$ cat src/logic/esc_pkg.sv
// Constants and types shared by the extended SMM memory control block
package esc_pkg;
   // Configuration byte holding the extended SMM memory control fields
   localparam logic [7:0] ESC_CTRL_OFS = 8'h9e;
   localparam logic [7:0] ESC_CTRL_RST = 8'h38;
   // Field positions inside the control byte
   localparam int ESC_HIGH_BIT = 7;
   localparam int ESC_ERR_BIT = 6;
   localparam int ESC_CACHE_BIT = 5;
   localparam int ESC_L1_BIT = 4;
   localparam int ESC_L2_BIT = 3;
   localparam int ESC_SIZE_HI = 2;
   localparam int ESC_SIZE_LO = 1;
   localparam int ESC_SEG_BIT = 0;
   // Reset values of the writable fields
   localparam logic ESC_HIGH_RST = 1'h0;
   localparam logic ESC_ERR_RST = 1'h0;
   localparam logic [1:0] ESC_SIZE_RST = 2'h0;
   localparam logic ESC_SEG_RST = 1'h0;
   localparam logic ESC_LOCK_RST = 1'h0;
   // Read-only cache report bits, always one
   localparam logic [2:0] ESC_CACHE_ONES = 3'h7;
   // Address widths: 36-bit host address, segment math in 1 MB units
   localparam int ESC_AW = 36;
   localparam int ESC_MBW = 12;
   localparam int ESC_MB_LSB = 20;
   localparam int ESC_WIN_LSB = 17;
   // High window and the legacy region it lands on (128 KB each)
   localparam logic [35:0] ESC_HIGH_BASE = 36'h0_feda_0000;
   localparam logic [35:0] ESC_LOW_BASE = 36'h0_000a_0000;
   // Segment size codes and their sizes in MB
   localparam logic [1:0] ESC_SZ_1M = 2'h0;
   localparam logic [1:0] ESC_SZ_2M = 2'h1;
   localparam logic [1:0] ESC_SZ_8M = 2'h2;
   localparam logic [11:0] ESC_MB_1 = 12'h001;
   localparam logic [11:0] ESC_MB_2 = 12'h002;
   localparam logic [11:0] ESC_MB_8 = 12'h008;
   localparam logic [11:0] ESC_MB_NONE = 12'h000;

   // Where a host request is sent
   typedef enum logic [1:0] {
      ESC_RT_NONE = 2'b00,
      ESC_RT_DRAM = 2'b01,
      ESC_RT_HUB = 2'b10
   } esc_route_e;

   // Segment size in MB for a size code; reserved code gives no segment
   function automatic logic [11:0] esc_seg_mb(input logic [1:0] code);
      case (code)
         ESC_SZ_1M: esc_seg_mb = ESC_MB_1;
         ESC_SZ_2M: esc_seg_mb = ESC_MB_2;
         ESC_SZ_8M: esc_seg_mb = ESC_MB_8;
         default: esc_seg_mb = ESC_MB_NONE;
      endcase
   endfunction : esc_seg_mb
endpackage : esc_pkg

$ cat src/logic/esc_ctl_if.sv
// Carrier between the control register and the address decoder
`timescale 1ns/1ps
interface esc_ctl_if;
   logic high_smram_enable;
   logic [1:0] protected_segment_size;
   logic protected_segment_enable_alias;
   logic err_set;

   modport regs (
      output high_smram_enable,
      output protected_segment_size,
      output protected_segment_enable_alias,
      input err_set
   );
   modport dec (
      input high_smram_enable,
      input protected_segment_size,
      input protected_segment_enable_alias,
      output err_set
   );
endinterface : esc_ctl_if

$ cat src/logic/esc_regs.sv
// Extended SMM memory control byte: storage, lock and error flag
`timescale 1ns/1ps
module esc_regs (
   input wire logic ref_clk,
   input wire logic rst,
   input wire logic wr_en,
   input wire logic [7:0] wdata,
   input wire logic smm_lock,
   output logic [7:0] rdata,
   esc_ctl_if.regs ctl
);
   typedef struct packed {
      logic high;
      logic err;
      logic [1:0] size;
      logic seg;
   } esc_regs_s;

   esc_regs_s st_q;
   esc_regs_s st_d;

   ////////////////////////////////////////////////////////////////////////
   // Next state of the control fields
   always_comb begin
      st_d = st_q;
      if (wr_en && !smm_lock) begin
         st_d.high = wdata[esc_pkg::ESC_HIGH_BIT];
         st_d.size = wdata[esc_pkg::ESC_SIZE_HI:esc_pkg::ESC_SIZE_LO];
         st_d.seg = wdata[esc_pkg::ESC_SEG_BIT];
      end
      // Write one clears, zero leaves alone; a new error wins
      if (wr_en && wdata[esc_pkg::ESC_ERR_BIT]) begin
         st_d.err = 1'h0;
      end
      if (ctl.err_set) begin
         st_d.err = 1'h1;
      end
   end

   // Register the fields; reset gives the documented byte
   always_ff @(posedge ref_clk) begin
      if (rst) begin
         st_q.high <= esc_pkg::ESC_HIGH_RST;
         st_q.err <= esc_pkg::ESC_ERR_RST;
         st_q.size <= esc_pkg::ESC_SIZE_RST;
         st_q.seg <= esc_pkg::ESC_SEG_RST;
      end else begin
         st_q <= st_d;
      end
   end

   ////////////////////////////////////////////////////////////////////////
   // Read view and fields handed to the decoder
   assign rdata = {st_q.high, st_q.err, esc_pkg::ESC_CACHE_ONES,
                   st_q.size, st_q.seg};
   assign ctl.high_smram_enable = st_q.high;
   assign ctl.protected_segment_size = st_q.size;
   assign ctl.protected_segment_enable_alias = st_q.seg;
endmodule : esc_regs

$ cat src/logic/esc_decode.sv
// Classifies a host request against the high window and the segment
`timescale 1ns/1ps
module esc_decode (
   input wire logic req_valid,
   input wire logic [35:0] req_addr,
   input wire logic req_smm,
   input wire logic global_smram_enable,
   input wire logic open_eff,
   input wire logic [11:0] seg_top_mb,
   output logic [1:0] route,
   output logic [35:0] out_addr,
   esc_ctl_if.dec ctl
);
   logic high_on;
   logic seg_on;
   logic high_hit;
   logic seg_hit;
   logic allowed;
   logic [11:0] seg_mb;
   logic [11:0] seg_base;
   logic [11:0] addr_mb;

   ////////////////////////////////////////////////////////////////////////
   // Effective enables, both gated by the global enable
   assign high_on = global_smram_enable && ctl.high_smram_enable;
   assign seg_on = global_smram_enable
                   && ctl.protected_segment_enable_alias;

   // Segment bounds in MB; reserved size or underflow gives no segment
   assign seg_mb = esc_pkg::esc_seg_mb(ctl.protected_segment_size);
   assign seg_base = seg_top_mb - seg_mb;
   assign addr_mb = req_addr[31:esc_pkg::ESC_MB_LSB];

   // Window hits
   assign high_hit = high_on && (req_addr[35:esc_pkg::ESC_WIN_LSB]
                     == esc_pkg::ESC_HIGH_BASE[35:esc_pkg::ESC_WIN_LSB]);
   assign seg_hit = seg_on && (req_addr[35:32] == 4'h0)
                    && (seg_mb != esc_pkg::ESC_MB_NONE)
                    && (seg_top_mb >= seg_mb)
                    && (addr_mb >= seg_base) && (addr_mb < seg_top_mb);

   // SMM requests or an open, unlocked space may reach DRAM
   assign allowed = req_smm || open_eff;

   ////////////////////////////////////////////////////////////////////////
   // Route, remapped address and error event
   always_comb begin
      route = esc_pkg::ESC_RT_NONE;
      out_addr = req_addr;
      ctl.err_set = 1'h0;
      if (req_valid && high_hit) begin
         if (allowed) begin
            route = esc_pkg::ESC_RT_DRAM;
            out_addr = esc_pkg::ESC_LOW_BASE
                       | {19'h0, req_addr[16:0]};
         end else begin
            route = esc_pkg::ESC_RT_HUB;
            ctl.err_set = 1'h1;
         end
      end else if (req_valid && seg_hit) begin
         if (allowed) begin
            route = esc_pkg::ESC_RT_DRAM;
         end else begin
            route = esc_pkg::ESC_RT_HUB;
            ctl.err_set = 1'h1;
         end
      end
   end
endmodule : esc_decode

$ cat src/logic/esc_top.sv
// Extended SMM memory control: config byte, lock and request decode
//
// How it works
// - High SMRAM is on only when the global enable and bit 7 are both one.
// - On, the high window is redirected to A0000h..BFFFFh at equal offset for SMM requests or while open and unlocked.
// - A non-SMM touch of either range with space closed sets bit 6.
// - Bit 6 clears only on reset or when software writes a one to it.
// - Bits 5, 4 and 3 are read-only and always read as one.
// - Size code 00, 01, 10 gives a 1, 2 or 8 MB segment; 11 is reserved.
// - Segment top is DRAM top less both stolen sizes; base is top less size.
// - The segment reaches DRAM for requests that carry the SMM mark, or for any request while open and unlocked.
// - With the segment on, non-SMM accesses to it go to the downstream hub unless the space is open and unlocked.
// - The segment exists only when the global enable and bit 0 are both one.
// - Once locked, bits 7, 2:1 and 0 ignore writes.
// - The byte at 9Eh resets to 38h.
// - The lock is set by a write, cleared only by reset, and blocks open.
// - All extended functions need the global enable to be one.
// - Open and unlocked makes SMM DRAM visible to non-SMM accesses.
`timescale 1ns/1ps
module esc_top (
   input wire logic ref_clk,
   input wire logic rst,
   // Configuration byte port
   input wire logic [7:0] cfg_addr,
   input wire logic cfg_wr,
   input wire logic cfg_rd,
   input wire logic [7:0] cfg_wdata,
   output logic [7:0] cfg_rdata,
   output logic cfg_rd_valid,
   output logic cfg_hit,
   // Loose control bits owned by the neighbouring SMM control byte
   input wire logic global_smram_enable,
   input wire logic space_open,
   input wire logic smm_lock_set,
   output logic smm_lock,
   output logic space_open_eff,
   // Memory map inputs in 1 MB units
   input wire logic [11:0] top_of_low_usable_dram,
   input wire logic [11:0] graphics_translation_table_mb,
   input wire logic [11:0] graphics_stolen_mb,
   // Host request
   input wire logic req_valid,
   input wire logic [35:0] req_addr,
   input wire logic req_smm,
   // Decoded result, one cycle later
   output logic rsp_valid,
   output logic rsp_to_dram,
   output logic rsp_to_hub,
   output logic [35:0] rsp_addr
);
   typedef struct packed {
      logic lock;
      logic [7:0] rdata;
      logic rd_valid;
      logic hit;
      logic open_eff;
      logic [11:0] seg_top;
      logic rsp_valid;
      logic to_dram;
      logic to_hub;
      logic [35:0] rsp_addr;
   } esc_top_s;

   esc_top_s st_q;
   esc_top_s st_d;

   esc_ctl_if ctl ();

   logic sel;
   logic byte_wr;
   logic [7:0] reg_rdata;
   logic [1:0] route;
   logic [35:0] dec_addr;
   logic open_now;

   ////////////////////////////////////////////////////////////////////////
   // Address decode of the configuration port
   assign sel = (cfg_addr == esc_pkg::ESC_CTRL_OFS);
   assign byte_wr = cfg_wr && sel;

   // Open only counts while unlocked
   assign open_now = space_open && !st_q.lock;

   ////////////////////////////////////////////////////////////////////////
   // Control byte storage
   esc_regs u_regs (
      .ref_clk(ref_clk),
      .rst(rst),
      .wr_en(byte_wr),
      .wdata(cfg_wdata),
      .smm_lock(st_q.lock),
      .rdata(reg_rdata),
      .ctl(ctl.regs)
   );

   // Request classification
   esc_decode u_dec (
      .req_valid(req_valid),
      .req_addr(req_addr),
      .req_smm(req_smm),
      .global_smram_enable(global_smram_enable),
      .open_eff(open_now),
      .seg_top_mb(st_q.seg_top),
      .route(route),
      .out_addr(dec_addr),
      .ctl(ctl.dec)
   );

   ////////////////////////////////////////////////////////////////////////
   // Next state: lock, read data, segment top and registered answer
   always_comb begin
      st_d = st_q;
      // Lock is sticky until reset
      if (smm_lock_set) begin
         st_d.lock = 1'h1;
      end
      st_d.open_eff = space_open && !st_d.lock;
      // Segment top, held in a flop to keep the subtract off the request path
      st_d.seg_top = top_of_low_usable_dram
                     - graphics_translation_table_mb
                     - graphics_stolen_mb;
      // Reads of other offsets return zero and no hit
      st_d.rd_valid = cfg_rd;
      st_d.hit = (cfg_rd || cfg_wr) && sel;
      st_d.rdata = (cfg_rd && sel) ? reg_rdata : 8'h00;
      // Answer for the request seen this cycle
      st_d.rsp_valid = req_valid;
      st_d.to_dram = (route == esc_pkg::ESC_RT_DRAM);
      st_d.to_hub = (route == esc_pkg::ESC_RT_HUB);
      st_d.rsp_addr = dec_addr;
   end

   // Registers; reset leaves the lock clear and no answer pending
   always_ff @(posedge ref_clk) begin
      if (rst) begin
         st_q.lock <= esc_pkg::ESC_LOCK_RST;
         st_q.rdata <= 8'h00;
         st_q.rd_valid <= 1'h0;
         st_q.hit <= 1'h0;
         st_q.open_eff <= 1'h0;
         st_q.seg_top <= 12'h000;
         st_q.rsp_valid <= 1'h0;
         st_q.to_dram <= 1'h0;
         st_q.to_hub <= 1'h0;
         st_q.rsp_addr <= 36'h0_0000_0000;
      end else begin
         st_q <= st_d;
      end
   end

   ////////////////////////////////////////////////////////////////////////
   // Outputs straight from flops
   assign cfg_rdata = st_q.rdata;
   assign cfg_rd_valid = st_q.rd_valid;
   assign cfg_hit = st_q.hit;
   assign smm_lock = st_q.lock;
   assign space_open_eff = st_q.open_eff;
   assign rsp_valid = st_q.rsp_valid;
   assign rsp_to_dram = st_q.to_dram;
   assign rsp_to_hub = st_q.to_hub;
   assign rsp_addr = st_q.rsp_addr;
endmodule : esc_top

$ cat config.mk
export PLATFORM = sky130hd
export DESIGN_NAME = esc_top
export DESIGN_NICKNAME = d
export VERILOG_FILES = /design/src/logic/esc_pkg.sv /design/src/logic/esc_ctl_if.sv /design/src/logic/esc_regs.sv /design/src/logic/esc_decode.sv /design/src/logic/esc_top.sv
export SDC_FILE = /design/constraint.sdc
export NUM_CORES = 1
export LEC_CHECK = 0
export BUFFER_PORTS_ARGS = -buffer_cell sky130_fd_sc_hd__buf_4
export CAP_MARGIN = 20
export CORE_AREA = 2 2 72 143
export CTS_BUF_LIST = sky130_fd_sc_hd__clkbuf_16
export DETAILED_ROUTE_END_ITERATION = 8
export DIE_AREA = 0 0 74 145
export HOLD_SLACK_MARGIN = 0.06
export PLACE_DENSITY = 0.72
export SLEW_MARGIN = 20
export SYNTH_ARGS = -nofsm -noshare
export SYNTH_HDL_FRONTEND = slang
export SYNTH_HIERARCHICAL = 1
export SYNTH_SLANG_ARGS = --single-unit
$ cat constraint.sdc
create_clock -name ref_clk -period 3.85 [get_ports ref_clk]
set_input_delay 0.77 -clock ref_clk [delete_from_list [all_inputs] [get_ports ref_clk]]
set_output_delay 0.77 -clock ref_clk [all_outputs]
set_load 0.1 [all_outputs]
==> impl_metrics.ini <==
[status]
outcome = completed

[die]
initial_core_util_pct = 44.3
rows = 51
dieArea_um2 = 10700
ios = 148
die_w_um = 74
die_h_um = 145
core_um2 = 9640

[worst_setup_path]
regToRegSetupSlack_ns = 0.41
path_class = flip-flop to flip-flop
rr_worst_depth = 16
endpoint_kind = flip-flop
cp.depth = 16
path_buf_inv = 0
reg2reg_to = u_regs/rdata[6]$_SDFFE_PP0P_
worstSetupStartpoint = u_regs/ctl.protected_segment_size[0]$_SDFFE_PP0P_
crit_fanout = 6
path_cells = nor2_1, ha_1, fa_1, nand2_1, a21oi_1, nand2_1, nor3_1, xnor2_1, ha_1, and4_1, a221oi_1, o21ai_0, a31oi_1, nor3_2, nor2_1, a311oi_1
worstPathRequired_ns = 4.04
start_kind = flip-flop
crit_end = u_regs/rdata[6]$_SDFFE_PP0P_
slowest_delay_ns = 0.34
worstPathArrival_ns = 3.64
crit_slowest_cell = dfxtp_1
reg2reg_from = u_regs/ctl.protected_segment_size[0]$_SDFFE_PP0P_
crit_family = compound AO/OA/AOI/OAI gates

[sta]
fin_crit_sh_pct = 89.5
fmax_mhz = 290
fin_crit_ns = 3.44
layout_setup_ws_ns = 0.405
slew_viol_final = 0
fin_setup_tns_ns = 0
setup_viol = 0
maxSlewHeadroom_pct = 61.8
finalClockSkew_ns = 0.00619
worst_pin_slew_ns = 0.573
finalHoldViolCount = 0
rsz0062_at_grt = no

[cts]
cts.sinks = 68
cts_tree = yes
post-cts-setup-buffer-count = 0
root_buffer = clkbuf_16
numCtsBuffers = 9
cts_buffer_depth = 2
ctsHoldBuffers = 0
clkTransAtPathRegs_ns = 0.06
cts.repair.resized = 0
insertion_delay_ns = 0.33
ctsHtreeMaxLevel = 3

[power]
p_sw_uw = 840
power_density_nw_per_um2 = 467
clock_power_share_pct = 32.3
combPwrFrac_pct = 35.2
p_leak_nw = 2.47
irDropWorstVdd_mv = 0.244
p_sw_share_pct = 34.4
seq_power_share_pct = 32.5
p_int_mw = 1.60

[synth]
synth_area_um2 = 4270
synth_flop_cell = dfxtp_1
yosys.cell_types.count = 51
synth_seq_cells = 68
syn_area_per_cell_um2 = 9.10
async_flop_share_pct = 0
synth_edf_count = 0
ys_warn_count = 6
syn_inst = 469
synth-seq-area-share_pct = 31.9

[hold_path]
hold_class = flip-flop to flip-flop
hp-start = u_regs/rdata[6]$_SDFFE_PP0P_

[placement]
gp_congestion = 0.810
place_inst = 662
io_buffers = 144
place_ws_ns = 0.365
dp_hpwl_um = 7310

[detailed_routing]
ant_nets = 0
routed-via-count = 3194
drt_iter0_drc = 113
drc = 0
avgRoutedWirePerCell_um = 12.8
finalWirelength_um = 8650
vias_per_cell = 4.71
drtPass1Iterations = 4

[grt]
grt_util_met1_pct = 14.0
antenna_found_initial = 0
track_usage_pct = 17.2
use_met3_pct = 4.44
use_met2_pct = 34.2
grt_first_pass_wirelength_um = 14200
grt_max_degree = 64
grt_overflow = 0
gr-max-usage-layer = met2
grt_pass1_vias = 3304

[layout]
nets = 689
final_util_pct = 54.2
drive_above_1_share_pct = 31.1
synthToLayoutAreaGrowth_pct = 22.4
instances_no_fill = 678
antenna_cells = 0

[run]
cap_violations = 0
power by group through the flow:
stage               combinational, mW  sequential, mW  clock (mW)
finish                          0.860           0.793       0.788
global route                    0.961           0.797       0.842
CTS                             0.869           0.793       0.804
detailed placement              0.866           0.808           0
global placement                0.848           0.806           0
floorplan                       0.661           0.814           0
flip-flops by register name, indices dropped and copies added, names as in the netlist, 2 cells and up:
register                           count
cfg_rdata                              8
st_q                                  12
rsp_addr                              36
u_regs/ctl.protected_segment_size      2
final cells by class:
cell class                 instances  area [µm²]
fill                             914        4410
multi-input combinational        275        2160
clock inverter                     7        67.6
tap                              132         165
sequential                        68        1360
clock buffer                       9         225
timing repair buffer             144        1080
inverter                          43         161
per-stage QoR:
stage               hold WS [ns]  instance area (µm²)  power [mW]
floorplan                  0.451                 4280        1.48
global placement           0.470                 4930        1.65
detailed placement         0.475                 4930        1.67
CTS                        0.484                 5220        2.47
global route               0.503                 5220        2.60
finish                     0.479                 5220        2.44
cells in the final DEF, fill, tap and decap left out, types with 3 or more instances in the layout:
cell type	n
xnor2_1	14
and2_1	11
and3_1	9
inv_1	44
nand3_1	4
a31oi_1	4
nand2_1	15
nor2b_1	41
o21ai_0	9
nand4bb_1	5
a21oi_1	16
buf_4	144
fa_1	12
nand2b_1	7
dfxtp_1	68
a211oi_1	4
nor2_1	24
ha_1	39
nand4_1	4
xor2_1	7
nor3b_1	4
o21ai_1	4
nor4_1	3
clkbuf_16	9
conb_1	3
worst reg2reg max path: cells and delay by family, from the launching register on:
family                   cells  cell delay [ns]
AO/OA/AOI/OAI                5             1.09
XOR/XNOR                     1             0.16
adder cells (fa/ha/maj)      3             0.69
flip-flops                   1             0.34
AND/OR/NAND/NOR              7             1.03
worst min path at each step:
stage / end / slack [ns] / cells after the start
after floorplan: u_regs/ctl.high_smram_enable$_SDFFE_PP0P_ / 0.45 / 2
after global placement: cfg_rdata[6]$_SDFF_PP0_ / 0.47 / 1
after detailed placement: cfg_rdata[6]$_SDFF_PP0_ / 0.48 / 1
after CTS: cfg_rdata[6]$_SDFF_PP0_ / 0.48 / 1
after global routing: cfg_rdata[6]$_SDFF_PP0_ / 0.50 / 1
final: cfg_rdata[6]$_SDFF_PP0_ / 0.48 / 1
logic make-up (layout without fill, tap and decap cells):
group | Yosys count | in the layout | share of synthesized area (%)
mux | 1 | 1 | 0.264
simple gates | 140 | 140 | 19.7
other cells | 1 | 3 | 0.0879
compound gates | 59 | 59 | 9.03
buf+inv | 128 | 203 | 17.6
fa+ha+maj | 51 | 51 | 17.1
flops | 68 | 68 | 31.9
xor+xnor | 21 | 21 | 4.31
synth_stat cells, types with 3 or more instances:
cell	count	area (µm²)
and3_1	9	56.3
nand2b_1	7	43.8
a21oi_1	16	80.1
nand2_1	15	56.3
buf_4	69	518
o21ai_0	9	45.0
xnor2_1	14	123
xor2_1	7	61.3
a211oi_1	4	30.0
fa_1	12	240
clkbuf_1	14	52.6
nand4bb_1	5	56.3
a31oi_1	4	25.0
dfxtp_1	68	1360
ha_1	39	488
nor4_1	3	18.8
inv_1	43	161
nor2_1	24	90.1
nand4_1	4	25.0
nor2b_1	41	257
o21ai_1	4	20.0
nand3_1	4	20.0
nor3b_1	4	30.0
and2_1	11	68.8
metal layers:
layer | wire length [µm] | vias up
li1 | - | 1613
met1 | 2730 | 1461
met2 | 5200 | 98
met3 | 431 | 22
met4 | 293 | 0
met5 | 0 | -
(Power assumes the default switching activity.)
